==> src/evs_pkg.sv <==
// Shared constants for exception vectoring and stack framing
package evs_pkg;

    // Program-memory vector area
    localparam logic [23:0] RESET_VECTOR     = 24'h000000; // First fetch
    localparam logic [23:0] RESET_JUMP_ARG   = 24'h000002; // Jump target word
    localparam logic [23:0] VEC_AREA_END     = 24'h000200; // Exclusive bound
    localparam logic [23:0] VEC_BASE         = 24'h000004; // Primary table
    localparam logic [23:0] VEC_STRIDE       = 24'h000002; // Address units per entry

    // Source counts and vector numbering
    localparam int          NUM_TRAPS        = 6;
    localparam int          NUM_SRC          = 246;
    localparam logic [7:0]  FIRST_IRQ_VECTOR = 8'h08;
    localparam logic [3:0]  TRAP_LEVEL       = 4'h8;   // Above all users
    localparam int          PRIO_W           = 3;      // Seven user levels

    // Boot segment and alternate table placement
    localparam int          PAGE_SHIFT       = 11;     // Log2 of page span, addr units
    localparam logic [12:0] MIN_BOOT_PAGES   = 13'h0002;

    // Stack pointer
    localparam logic [15:0] SP_RESET         = 16'h1000;
    localparam logic [15:0] SP_STEP          = 16'h0002;

    // Register port map (word addresses)
    localparam int          ADDR_W           = 4;
    localparam logic [3:0]  REG_INTCTL2      = 4'h0;
    localparam logic [3:0]  REG_SP           = 4'h1;
    localparam logic [3:0]  REG_FP           = 4'h2;
    localparam logic [3:0]  REG_SRC_SEL      = 4'h3;
    localparam logic [3:0]  REG_SRC_CFG      = 4'h4;
    localparam logic [3:0]  REG_STATUS       = 4'h5;

    // Field positions
    localparam int          BIT_ALT_EN       = 8;  // interrupt_control_two
    localparam int          BIT_FP_ACT       = 1;  // interrupt_control_two
    localparam int          BIT_SRC_EN       = 3;  // Source config word
    localparam int          BIT_ST_BUSY      = 8;  // Status word
    localparam int          BIT_ST_IRQ       = 9;
    localparam int          BIT_ST_ALT       = 10;

    // Framing sequencer
    typedef enum logic [2:0] {
        ST_IDLE    = 3'b000,
        ST_PUSH_LO = 3'b001,
        ST_PUSH_HI = 3'b010,
        ST_FETCH   = 3'b011,
        ST_VWAIT   = 3'b100,
        ST_POP_HI  = 3'b101,
        ST_POP_LO  = 3'b110,
        ST_POP_END = 3'b111
    } evs_state_t;

endpackage

==> src/evs_core.sv <==
`timescale 1ns/1ns
// Notes on behaviour
// [RULE1] Vectors live below program address 0x200
// [RULE2] Reset fetch at zero, jump target next
// [RULE3] Primary table starts at word 0x4
// [RULE4] Six traps, 246 sources, one vector each
// [RULE5] Each vector entry is a 24-bit address
// [RULE6] Lower vector number wins natural priority
// [RULE7] Seven user levels, ties by vector order
// [RULE8] Many request lines merge to one request
// [RULE9] Fixed entry and return cycle counts
// [RULE10] Alternate table needs segment, fuse, enable bit
// [RULE11] Alternate table serves every exception when on
// [RULE12] Alternate table at last boot page start
// [RULE13] Boot segment two pages before enabling
// [RULE14] Tables share boot segment code protection
// [RULE15] Stack pointer auto-updated yet software accessible
// [RULE16] Stack pointer bit zero always zero
// [RULE17] Reset loads stack pointer with 0x1000
// [RULE18] Stack grows up, post-increment, pre-decrement
// [RULE19] PC low word first, high word second
// [RULE20] Exception push adds status low byte
// [RULE21] Stack and frame pointers stay 16-bit
// [RULE22] Request only above core's current level
module evs_core (
    input  wire logic                        clock,
    input  wire logic                        rst,
    // Register port
    input  wire logic [evs_pkg::ADDR_W-1:0]  reg_addr,
    input  wire logic [15:0]                 reg_wdata,
    input  wire logic                        reg_wr,
    input  wire logic                        reg_rd,
    output logic      [15:0]                 reg_rdata,
    // Configuration pins (asynchronous, synchronised here)
    input  wire logic                        alt_table_fuse,
    input  wire logic                        boot_segment_defined,
    input  wire logic [12:0]                 boot_segment_limit,
    input  wire logic                        boot_code_protect,
    // Peripheral and trap requests
    input  wire logic [evs_pkg::NUM_SRC-1:0] irq_lines,
    input  wire logic [evs_pkg::NUM_TRAPS-1:0] trap_lines,
    // Processor core side
    input  wire logic [2:0]                  cpu_priority,
    input  wire logic                        core_ack,
    input  wire logic                        call_push,
    input  wire logic                        ret_pop,
    input  wire logic [22:0]                 core_pc,
    input  wire logic [7:0]                  cpu_status_low_byte,
    output logic                             core_irq,
    output logic      [7:0]                  vector_num,
    output logic                             boot_start,
    output logic      [23:0]                 handler_addr,
    output logic                             entry_done,
    output logic      [22:0]                 ret_pc,
    output logic      [7:0]                  ret_status,
    output logic                             ret_done,
    output logic                             frame_pointer_active,
    // Data-space stack port
    output logic                             mem_wr,
    output logic                             mem_rd,
    output logic      [15:0]                 mem_addr,
    output logic      [15:0]                 mem_wdata,
    input  wire logic [15:0]                 mem_rdata,
    // Program-space vector fetch port
    output logic                             fetch_rd,
    output logic      [23:0]                 fetch_addr,
    output logic                             fetch_protect,
    input  wire logic [23:0]                 fetch_data
);
    import evs_pkg::*;

    // Whole block state in one record
    typedef struct packed {
        evs_state_t                  st;        // Sequencer state
        logic [15:0]                 sp;        // stack_pointer_reg
        logic [15:0]                 fp;        // frame_pointer_reg
        logic                        fp_act;    // Frame pointer option
        logic                        alt_en;    // alt_table_enable
        logic [7:0]                  src_sel;   // Source config index
        logic [NUM_SRC-1:0]          src_en;    // Per-source enables
        logic [NUM_SRC-1:0][PRIO_W-1:0] src_prio; // Per-source levels
        logic [1:0]                  fuse_s;    // Synchroniser pairs
        logic [1:0]                  bsd_s;
        logic [1:0]                  prot_s;
        logic [12:0]                 lim_s1;
        logic [12:0]                 lim_s2;
        logic                        core_irq;  // Merged request
        logic [7:0]                  vec_num;   // Winning vector
        logic [3:0]                  irq_lvl;   // Winning level
        logic                        exc;       // Frame is an exception
        logic                        alt_used;  // Table chosen at entry
        logic [15:0]                 hold_hi;   // Upper frame word
        logic                        mem_wr;
        logic                        mem_rd;
        logic [15:0]                 mem_addr;
        logic [15:0]                 mem_wdata;
        logic                        fetch_rd;
        logic [23:0]                 fetch_addr;
        logic                        fetch_prot;
        logic [23:0]                 handler;
        logic                        entry_done;
        logic [15:0]                 ret_hi;    // First popped word
        logic [22:0]                 ret_pc;
        logic [7:0]                  ret_status;
        logic                        ret_done;
        logic [15:0]                 rdata;
        logic                        boot_start;
    } evs_regs_t;

    evs_regs_t    r_reg;       // Registered state
    evs_regs_t    r_next;      // Next state
    logic         ent_go;      // Exception entry accepted
    logic         call_go;     // Call push accepted
    logic         ret_go;      // Return accepted
    logic         alt_ok;      // Alternate table usable now
    logic [10:0]  pick;        // Best user source {level, index}
    logic         trap_hit;    // Any trap pending
    logic [7:0]   trap_vec;    // Lowest pending trap
    logic         want;        // Request worth raising
    logic [7:0]   win_vec;     // Candidate vector
    logic [3:0]   win_lvl;     // Candidate level

    // Highest user level wins; strict compare keeps lowest index on ties
    function automatic logic [10:0] evs_pick(
        input logic [NUM_SRC-1:0]             req,
        input logic [NUM_SRC-1:0]             en,
        input logic [NUM_SRC-1:0][PRIO_W-1:0] pr
    );
        logic [2:0] bp;
        logic [7:0] bi;
        bp = '0;
        bi = '0;
        for (int i = 0; i < NUM_SRC; i++) begin
            if (req[i] && en[i] && (pr[i] > bp)) begin // RULE7
                bp = pr[i];
                bi = 8'(i);
            end
        end
        return {bp, bi};
    endfunction

    // Entry address of a vector, primary or relocated to the boot page
    function automatic logic [23:0] evs_vec_addr(
        input logic [7:0]  v,
        input logic        alt,
        input logic [12:0] lim
    );
        logic [23:0] prim;
        logic [23:0] base;
        prim = VEC_BASE + (VEC_STRIDE * {16'h0, v}); // RULE3
        base = alt ? {13'(lim - 13'h1), 11'h0} : 24'h0; // RULE12
        return 24'(prim + base);
    endfunction

    // Next-state logic
    always_comb begin
        r_next  = r_reg;
        ent_go  = 1'b0;
        call_go = 1'b0;
        ret_go  = 1'b0;

        // Two-flop capture of the static configuration pins
        r_next.fuse_s = {r_reg.fuse_s[0], alt_table_fuse};
        r_next.bsd_s  = {r_reg.bsd_s[0], boot_segment_defined};
        r_next.prot_s = {r_reg.prot_s[0], boot_code_protect};
        r_next.lim_s1 = boot_segment_limit;
        r_next.lim_s2 = r_reg.lim_s1;

        // Pulses default low
        r_next.mem_wr     = 1'b0;
        r_next.mem_rd     = 1'b0;
        r_next.fetch_rd   = 1'b0;
        r_next.entry_done = 1'b0;
        r_next.ret_done   = 1'b0;
        r_next.boot_start = 1'b0;
        r_next.rdata      = 16'h0000;

        // Short segments are refused so the table never lands on page 0
        alt_ok = r_reg.fuse_s[1] && r_reg.bsd_s[1] && r_reg.alt_en
                 && (r_reg.lim_s2 >= MIN_BOOT_PAGES); // RULE10 RULE13

        // Trap search: lowest number wins
        trap_hit = 1'b0;
        trap_vec = 8'h00;
        for (int i = NUM_TRAPS - 1; i >= 0; i--) begin
            if (trap_lines[i]) begin // RULE6
                trap_hit = 1'b1;
                trap_vec = 8'(i);
            end
        end
        pick = evs_pick(irq_lines, r_reg.src_en, r_reg.src_prio);

        // Traps are non-maskable; users must beat the core level
        if (trap_hit) begin // RULE4
            want    = 1'b1;
            win_vec = trap_vec;
            win_lvl = TRAP_LEVEL;
        end else begin
            want    = (pick[10:8] > cpu_priority); // RULE22
            win_vec = 8'(FIRST_IRQ_VECTOR + pick[7:0]);
            win_lvl = {1'b0, pick[10:8]};
        end

        // Register reads, answered in the next cycle
        if (reg_rd) begin
            unique case (reg_addr)
                REG_INTCTL2: begin
                    r_next.rdata[BIT_ALT_EN] = r_reg.alt_en;
                    r_next.rdata[BIT_FP_ACT] = r_reg.fp_act;
                end
                REG_SP:      r_next.rdata = r_reg.sp; // RULE15
                REG_FP:      r_next.rdata = r_reg.fp;
                REG_SRC_SEL: r_next.rdata = {8'h00, r_reg.src_sel};
                REG_SRC_CFG: begin
                    if (r_reg.src_sel < 8'(NUM_SRC)) begin
                        r_next.rdata[BIT_SRC_EN] =
                            r_reg.src_en[r_reg.src_sel];
                        r_next.rdata[PRIO_W-1:0] =
                            r_reg.src_prio[r_reg.src_sel];
                    end
                end
                REG_STATUS: begin
                    r_next.rdata[7:0]         = r_reg.vec_num;
                    r_next.rdata[BIT_ST_BUSY] = (r_reg.st != ST_IDLE);
                    r_next.rdata[BIT_ST_IRQ]  = r_reg.core_irq;
                    r_next.rdata[BIT_ST_ALT]  = alt_ok;
                end
                default: r_next.rdata = 16'h0000; // Unmapped reads zero
            endcase
        end

        // Register writes; the sequencer below overrides the pointer
        if (reg_wr) begin
            unique case (reg_addr)
                REG_INTCTL2: begin
                    r_next.alt_en = reg_wdata[BIT_ALT_EN];
                    r_next.fp_act = reg_wdata[BIT_FP_ACT];
                end
                REG_SP:      r_next.sp = {reg_wdata[15:1], 1'b0}; // RULE16
                REG_FP:      r_next.fp = reg_wdata; // RULE21
                REG_SRC_SEL: r_next.src_sel = reg_wdata[7:0];
                REG_SRC_CFG: begin
                    if (r_reg.src_sel < 8'(NUM_SRC)) begin
                        r_next.src_en[r_reg.src_sel] =
                            reg_wdata[BIT_SRC_EN];
                        r_next.src_prio[r_reg.src_sel] =
                            reg_wdata[PRIO_W-1:0];
                    end
                end
                default: ; // Writes elsewhere are dropped
            endcase
        end

        // Framing sequencer; hardware pointer updates win over software
        unique case (r_reg.st)
            ST_IDLE: begin
                if (core_ack && r_reg.core_irq) begin
                    ent_go          = 1'b1;
                    r_next.exc      = 1'b1;
                    r_next.alt_used = alt_ok; // RULE11
                    r_next.hold_hi  = {cpu_status_low_byte, 1'b0,
                                       core_pc[22:16]}; // RULE20
                end else if (call_push) begin
                    call_go         = 1'b1;
                    r_next.exc      = 1'b0;
                    r_next.hold_hi  = {9'h000, core_pc[22:16]}; // RULE19
                end else if (ret_pop) begin
                    ret_go          = 1'b1;
                    r_next.st       = ST_POP_HI;
                    r_next.mem_rd   = 1'b1;
                    r_next.mem_addr = 16'(r_reg.sp - SP_STEP); // RULE18
                    r_next.sp       = 16'(r_reg.sp - SP_STEP);
                end
                if (ent_go || call_go) begin
                    // Write then increment; wraps inside 16 bits
                    r_next.st        = ST_PUSH_LO;
                    r_next.mem_wr    = 1'b1;
                    r_next.mem_addr  = r_reg.sp;
                    r_next.mem_wdata = core_pc[15:0]; // RULE19
                    r_next.sp        = 16'(r_reg.sp + SP_STEP); // RULE18
                end
            end
            ST_PUSH_LO: begin
                r_next.st        = ST_PUSH_HI;
                r_next.mem_wr    = 1'b1;
                r_next.mem_addr  = r_reg.sp;
                r_next.mem_wdata = r_reg.hold_hi;
                r_next.sp        = 16'(r_reg.sp + SP_STEP); // RULE15
            end
            ST_PUSH_HI: begin
                if (r_reg.exc) begin
                    r_next.st         = ST_FETCH;
                    r_next.fetch_rd   = 1'b1;
                    r_next.fetch_addr = evs_vec_addr(r_reg.vec_num,
                        r_reg.alt_used, r_reg.lim_s2); // RULE1
                    r_next.fetch_prot = r_reg.prot_s[1]; // RULE14
                end else begin
                    r_next.st = ST_IDLE;
                end
            end
            ST_FETCH: r_next.st = ST_VWAIT; // Fetch data due next cycle
            ST_VWAIT: begin
                r_next.st         = ST_IDLE;
                r_next.handler    = fetch_data; // RULE5
                r_next.entry_done = 1'b1; // RULE9
            end
            ST_POP_HI: begin
                r_next.st       = ST_POP_LO;
                r_next.mem_rd   = 1'b1;
                r_next.mem_addr = 16'(r_reg.sp - SP_STEP);
                r_next.sp       = 16'(r_reg.sp - SP_STEP);
            end
            ST_POP_LO: begin
                r_next.st     = ST_POP_END;
                r_next.ret_hi = mem_rdata; // Upper frame word
            end
            ST_POP_END: begin
                r_next.st         = ST_IDLE;
                r_next.ret_pc     = {r_reg.ret_hi[6:0], mem_rdata};
                r_next.ret_status = r_reg.ret_hi[15:8];
                r_next.ret_done   = 1'b1; // RULE9
            end
        endcase

        // Merged request: held low while a frame is in flight, vector and level frozen
        if (r_reg.st == ST_IDLE && !ent_go && !call_go && !ret_go) begin
            r_next.core_irq = want; // RULE8
            r_next.vec_num  = win_vec;
            r_next.irq_lvl  = win_lvl;
        end else begin
            r_next.core_irq = 1'b0;
        end
    end

    // State register; reset only loads constants
    always_ff @(posedge clock or posedge rst) begin
        if (rst) begin
            r_reg            <= '0;
            r_reg.sp         <= SP_RESET; // RULE17
            r_reg.handler    <= RESET_VECTOR; // RULE2
            r_reg.boot_start <= 1'b1;
        end else begin
            r_reg <= r_next;
        end
    end

    // Outputs straight from the state record
    assign reg_rdata            = r_reg.rdata;
    assign core_irq             = r_reg.core_irq;
    assign vector_num           = r_reg.vec_num;
    assign boot_start           = r_reg.boot_start;
    assign handler_addr         = r_reg.handler;
    assign entry_done           = r_reg.entry_done;
    assign ret_pc               = r_reg.ret_pc;
    assign ret_status           = r_reg.ret_status;
    assign ret_done             = r_reg.ret_done;
    assign frame_pointer_active = r_reg.fp_act;
    assign mem_wr               = r_reg.mem_wr;
    assign mem_rd               = r_reg.mem_rd;
    assign mem_addr             = r_reg.mem_addr;
    assign mem_wdata            = r_reg.mem_wdata;
    assign fetch_rd             = r_reg.fetch_rd;
    assign fetch_addr           = r_reg.fetch_addr;
    assign fetch_protect        = r_reg.fetch_prot;

    // Checks on the framing and arbitration behaviour
    property p_sp_aligned;
        @(posedge clock) disable iff (rst) r_reg.sp[0] == 1'b0;
    endproperty
    a_sp_aligned: assert property (p_sp_aligned) // RULE16
        else $error("stack pointer misaligned");

    property p_entry_time;
        @(posedge clock) disable iff (rst)
        ent_go |=> !entry_done [*4] ##1 entry_done;
    endproperty
    a_entry_time: assert property (p_entry_time) // RULE9
        else $error("entry latency not five cycles");

    property p_return_time;
        @(posedge clock) disable iff (rst) ret_go |-> ##4 ret_done;
    endproperty
    a_return_time: assert property (p_return_time) // RULE9
        else $error("return latency not four cycles");

    property p_push_post_inc;
        @(posedge clock) disable iff (rst)
        mem_wr |-> r_reg.sp == 16'(mem_addr + 16'h0002);
    endproperty
    a_push_post_inc: assert property (p_push_post_inc) // RULE18
        else $error("push did not post-increment");

    property p_pop_pre_dec;
        @(posedge clock) disable iff (rst) mem_rd |-> r_reg.sp == mem_addr;
    endproperty
    a_pop_pre_dec: assert property (p_pop_pre_dec) // RULE18
        else $error("pop did not pre-decrement");

    property p_exc_frame;
        @(posedge clock) disable iff (rst)
        ent_go |=> mem_wdata == $past(core_pc[15:0])
            ##1 mem_wdata == {$past(cpu_status_low_byte, 2), 1'b0,
                              $past(core_pc[22:16], 2)};
    endproperty
    a_exc_frame: assert property (p_exc_frame) // RULE20
        else $error("exception frame words wrong");

    property p_call_zero_ext;
        @(posedge clock) disable iff (rst)
        call_go |=> ##1 mem_wr && mem_wdata[15:7] == 9'h000;
    endproperty
    a_call_zero_ext: assert property (p_call_zero_ext) // RULE19
        else $error("call high word not zero-extended");

    property p_level_gate;
        @(posedge clock) disable iff (rst)
        core_irq |-> (r_reg.irq_lvl == TRAP_LEVEL)
            || (r_reg.irq_lvl[2:0] > $past(cpu_priority));
    endproperty
    a_level_gate: assert property (p_level_gate) // RULE22
        else $error("request at or below core level");

    property p_vec_area;
        @(posedge clock) disable iff (rst)
        (fetch_rd && !r_reg.alt_used) |-> fetch_addr < VEC_AREA_END;
    endproperty
    a_vec_area: assert property (p_vec_area) // RULE1
        else $error("primary fetch outside vector area");

    c_entry:   cover property (@(posedge clock) disable iff (rst)
        entry_done);
    c_return:  cover property (@(posedge clock) disable iff (rst)
        ret_done);
    c_alt:     cover property (@(posedge clock) disable iff (rst)
        fetch_rd && r_reg.alt_used);
    c_trap:    cover property (@(posedge clock) disable iff (rst)
        core_irq && r_reg.irq_lvl == TRAP_LEVEL);

endmodule // evs_core

==> config.mk <==
export PLATFORM = sky130hd
export DESIGN_NAME = evs_core
export DESIGN_NICKNAME = d
export VERILOG_FILES = /design/src/evs_pkg.sv /design/src/evs_core.sv
export SDC_FILE = /design/constraint.sdc
export NUM_CORES = 2
export LEC_CHECK = 0
export ABC_AREA = 1
export BUFFER_PORTS_ARGS = -buffer_cell sky130_fd_sc_hd__buf_4
export CAP_MARGIN = 20
export CORE_MARGIN = 2
export CORE_UTILIZATION = 40
export DETAILED_ROUTE_END_ITERATION = 10
export MAX_ROUTING_LAYER = met4
export SLEW_MARGIN = 20
export SYNTH_ARGS = -nofsm -noshare
export SYNTH_HDL_FRONTEND = slang
export SYNTH_SLANG_ARGS = --single-unit
export TNS_END_PERCENT = 30
==> constraint.sdc <==
create_clock -name clock -period 233.5 [get_ports clock]
set_input_delay 35.025 -clock clock [delete_from_list [all_inputs] [get_ports clock]]
set_output_delay 35.025 -clock clock [all_outputs]
set_load 0.05 [all_outputs]
== Word-level counts from Yosys, hierarchy flattened ==
Index checks and enable logic that the tools add are counted.

* Bits in registers: 1238
* Input port bits: 369
* Output and inout bits: 144
* Word-level logic and storage cells: 1640

* Add/sub/neg operators: 6
* $lt $le $gt $ge: 251
* Equal/unequal tests: 16
* Mux-type cells: 568
* Reductions and logical operators: 521

{| class="wikitable"
|+ Operator list
! cell !! number
|-
| 8-bit two-way mux || 251
|-
| 984-bit two-way mux || 2
|-
| 1026-bit two-way mux || 1
|-
| 3-bit two-way mux || 249
|-
| 738-bit bitwise mux || 1
|-
| 3-bit greater-than comparator || 246
|-
| 1-bit logical AND || 500
|-
| 246-bit bitwise mux || 1
|-
| 16-bit case mux with 3 select lines || 2
|-
| 16-bit two-way mux || 5
|-
| 19-bit two-way mux || 4
|-
| 26-bit two-way mux || 2
|-
| 17-bit two-way mux || 3
|-
| 32-bit two-way mux || 1
|-
| 16-bit case mux with 2 select lines || 1
|-
| 1-bit two-way mux || 27
|-
| 10-bit by 24-bit adder with 24-bit output || 1
|-
| 3-bit binary-select mux with 8-bit select || 1
|-
| 3-bit demux with 8-bit select || 1
|-
| 24-bit two-way mux || 1
|-
| 3-bit case mux with 7 select lines || 1
|-
| 16-bit by 2-bit adder with 16-bit output, second input constant || 1
|-
| 4-bit case mux with 4 select lines || 1
|-
| 16-bit by 2-bit subtractor with 16-bit output, second input constant || 1
|-
| 37 further kinds || 58
|}

== Logic depth before layout (Yosys ltp) ==
* Depth after elaboration: 741
* Depth in mapped cells: 1903
* Depth with buffers taken out: 1903

== Least setup slack after synthesis ==
No wires, ideal clock.

* Path kind: input to register
* Start: in irq_lines[0] (netlist name)
* End: reg r_reg (netlist bit vector_num[7])
* Setup time: 0.117 ns
* Arrival time: 266.970 ns
* Data required time: 233.383 ns
* Slack: -33.588 ns
* Cell stages on the path: 1621
* Cells stage by stage: nand2_1 > nor3_1 > ha_1 > nand3_1 > nand2_1 > inv_2 > nand2_4 > o21ai_0 > ha_1 > o21ai_0 > nand3_1 > nand3_2 > nand2_2 > o21ai_0 > ha_1 > or2_2 > nor2_1 > nor2_4 > [1585 not listed] > inv_1 > nand2_1 > nand2_1 > ha_1 > a21oi_1 > o21ai_0 > nand4_1 > inv_1 > nor2_1 > nand4_1 > nor3_1 > nand2_1 > nor2_1 > o211ai_1 > nand2_1 > nand2_1 > nand3_1 > nand2_1

{| class="wikitable"
|+ RTL lines
! what !! line !! RTL
|-
| start, declared || evs_core.sv:40 || <nowiki>input wire logic [evs_pkg::NUM_SRC-1:0] irq_lines,</nowiki>
|-
| end signal, assigned || evs_core.sv:343 || <nowiki>r_reg <= r_next;</nowiki>
|-
| end, declared || evs_core.sv:110 || <nowiki>evs_regs_t r_reg;</nowiki>
|}

==> reports/results.tsv <==
metric	value	unit
clockPowerShare	37.1	%
area_growth_syn_to_layout	33.5	%
largest_register_ffs	1076	
synth_top_flop_cell	dfrtp_1	
path_clk_slew	0.06	ns
numPortBuffers	510	
cts_buffers	150	
crit_path_frequent_cell	nand2_2	
switching_share	36.5	%
synth_edf_count	0	
yosysWarnings	0	
layout_setup_ws	-19.78	ns
final_nets	14134	
violations	setup timing	
vias_per_cell	5.56	
cp_slowest_cell	o32a_2	
drtIter0Drc	8691	
clock_sinks	1234	
ys_types	82	
cts_tree	done	
slew_violations	0	
slew_headroom	23.2	%
fp.dieH	465	µm
crit_required	234.23	ns
clock-skew-final	0.0378	ns
path_class	primary input to flip-flop	
max_stage_delay	0.38	ns
die_area	216000	µm²
drt-total-wl	352000	µm
status	finished, violations left	
clk_latency	0.84	ns
final_layout_size_suffix_gt1_share	32.0	%
clockRootBuffer	clkbuf_16	
fmax	3.95	MHz
dieWidth	465	µm
synth.cell_area	85100	µm²
setup_viol	9	
peakVddDrop	0.00990	mV
cp-end-kind	flip-flop	
p_int	0.000435	W
async_flop_share	100	%
vias	91482	
critical_path_arrival	220.24	ns
avgSynthCellArea	7.21	µm²
grt_pass1_vias	87300	
rsz0062_at_grt	yes	
start_kind	primary input	
hold_violations	0	
fill_cells	19823	
final_util	53.7	%
hold_buffers	0	
start_util	40.2	%
fin_crit_sh	108	%
pin_count	513	
antenna_found_initial	25	
grt_pass1_wl	519000	µm
p_sw	0.000250	W
wire_per_inst	21.4	µm
power	0.000684	W
placed_area	101000	µm²
clockBufferDepth	3	
comb_power_share	27.6	%
grt.total_usage	31.9	%
coreArea	212000	µm²
synth_area_leader_cell	dfrtp_1	
routabilityCongestion	0.969	
ys_seq_area_share	36.3	%
p_seq_share	35.4	%
syn_inst	11793	
first_pass_iters	7	
detailedPlace.worstSlack	-33.85	ns
synth_seq_cells	1234	
grt_max_degree	123	
total_leakage_power	54.1	nW
pwr_density_cell	6.03	nW/µm²
period_needed	253.28	ns
crit_path_max_fanout	5	
cts_max_level	4	
rows	169	
synthTopCellsByArea	dfrtp_1, nand2_1, o21ai_0	
hpwl	240000	µm
maxCapViolCount	0	
final_area	114000	µm²
overflow	0	
hold_class	flip-flop to flip-flop	
yosysTopAreaCellShare	36.2	%
drc	0	
ant_nets	0	
## cells in the mapped netlist, drive strengths merged (6+ instances only)
master / n
a31oi: 84
mux2: 13
o221ai: 52
a22o: 16
nand3: 1031
and2: 7
buf: 175
nand4: 62
bufinv: 20
o211ai: 61
inv: 1359
a41oi: 10
xor2: 20
clkbuf: 292
nor3: 131
o22ai: 328
o21bai: 13
or2: 46
a211oi: 22
o32ai: 26
dfrtp: 1232
a22oi: 97
nor4: 9
o31ai: 46
o21ai: 1836
o21a: 6
ha: 260
a21oi: 316
clkinv: 54
nand2: 3635
nor2: 439
a221oi: 37
a21boi: 6
## worst max-delay path: cells and delay by family
kind / cells / cell delay (ns)
buffers and inverters: 78 / 6.22
AOI/OAI and AO/OA: 140 / 17.62
and+or+nand+nor: 393 / 39.00
adders and majority gates: 93 / 24.11
## power groups by stage
stage / sequential [W] / combinational [W] / clock [W]
2_1_floorplan: 0.000242 / 0.000115 / 0
3_3_place_gp: 0.000245 / 0.000176 / 0
3_5_place_dp: 0.000245 / 0.000178 / 0
4_1_cts: 0.000242 / 0.000181 / 0.000257
5_1_grt: 0.000244 / 0.000199 / 0.000266
6_report: 0.000242 / 0.000189 / 0.000254
## layout make-up
cell class / count / area, µm² / area share (%)
multi-input combinational: 8660 / 52700 / 46.4
sequential: 1234 / 30900 / 27.2
timing repair buffer: 2025 / 15300 / 13.5
inverter: 1434 / 5800 / 5.11
clock buffer: 199 / 4280 / 3.77
tap: 2821 / 3530 / 3.11
clock inverter: 69 / 1050 / 0.923
antenna: 16 / 40.0 / 0.0353
## through the flow
| stage | instances | setup TNS (ns) | hold slack (ns) |
|---|---|---|---|
| after CTS | 16320 | -179.53 | 0.345 |
| after global routing | 16452 | -301.58 | 0.350 |
| after detailed placement | 15966 | -301.37 | 0.335 |
| after floorplan | 11795 | -158.85 | 0.331 |
| after global placement | 15965 | -219.39 | 0.333 |
| final | 16458 | -174.94 | 0.344 |
## repair_timing
| item | CTS | global route |
|---|---|---|
| cloned | 0 | 0 |
| buffers inserted | 86 | 120 |
| endpoints found under the setup margin | 9 | 9 |
| pin swaps | 408 | 534 |
| resized for setup | 610 | 680 |
## routing by layer
| layer | up-vias | global-route usage, % | routed length [µm] | share of wire [%] |
|---|---|---|---|---|
| li1 | 42945 | - | - | - |
| met1 | 44127 | 41.2 | 147000 | 42 |
| met2 | 3573 | 48.9 | 159000 | 45 |
| met3 | 837 | 4.51 | 26300 | 7.5 |
| met4 | 0 | 16.1 | 19800 | 5.6 |
| met5 | - | - | 0 | 0 |
## cell usage in the layout (no fill, tap or decap), types with 52 or more instances in the layout
master / n
nand2_1: 2728
buf_4: 2013
o21ai_0: 1395
inv_1: 1250
dfrtp_1: 1230
nand3_1: 861
nand2_2: 672
nor2_1: 347
o22ai_1: 327
a21oi_1: 248
nand2_4: 235
o21ai_2: 181
nand3_2: 166
clkbuf_16: 151
o21ai_1: 131
ha_1: 131
o21ai_4: 129
ha_4: 128
inv_2: 99
a22oi_1: 94
nor3_2: 68
nand4_1: 62
a21oi_2: 53
o221ai_1: 52
## final timing paths
check / start / end / slack (ns) / depth (start not counted)
hold / removal: r_next[192]$_DFF_PP0_ / r_reg[192]$_DFF_PP0_ / 0.34 / 0
setup / recovery: irq_lines[0] / vector_num[7]$_DFFE_PP0P_ / 13.99 / 704
hold reg to reg: r_next[192]$_DFF_PP0_ / r_reg[192]$_DFF_PP0_ / 0.34 / 0
max in group asynchronous: rst / r_reg[740]$_DFFE_PP0P_ / 195.28 / 6
min in group asynchronous: rst / r_reg[1191]$_DFFE_PP0P_ / 34.33 / 2
## cells by family (layout without fill, tap and decap cells)
| family | count (synthesis) | after routing | share of synthesized area (%) |
|---|---|---|---|
| mux | 13 | 13 | 0.172 |
| other cells | 1 | 19 | 0.00441 |
| fa+ha+maj | 260 | 260 | 3.82 |
| compound gates | 2991 | 2991 | 20.7 |
| flops | 1234 | 1234 | 36.3 |
| xor+xnor | 25 | 25 | 0.257 |
| simple gates | 5368 | 5368 | 29.3 |
| buf+inv | 1901 | 3727 | 9.41 |
Note: power is estimated with default switching activity, not from simulation.
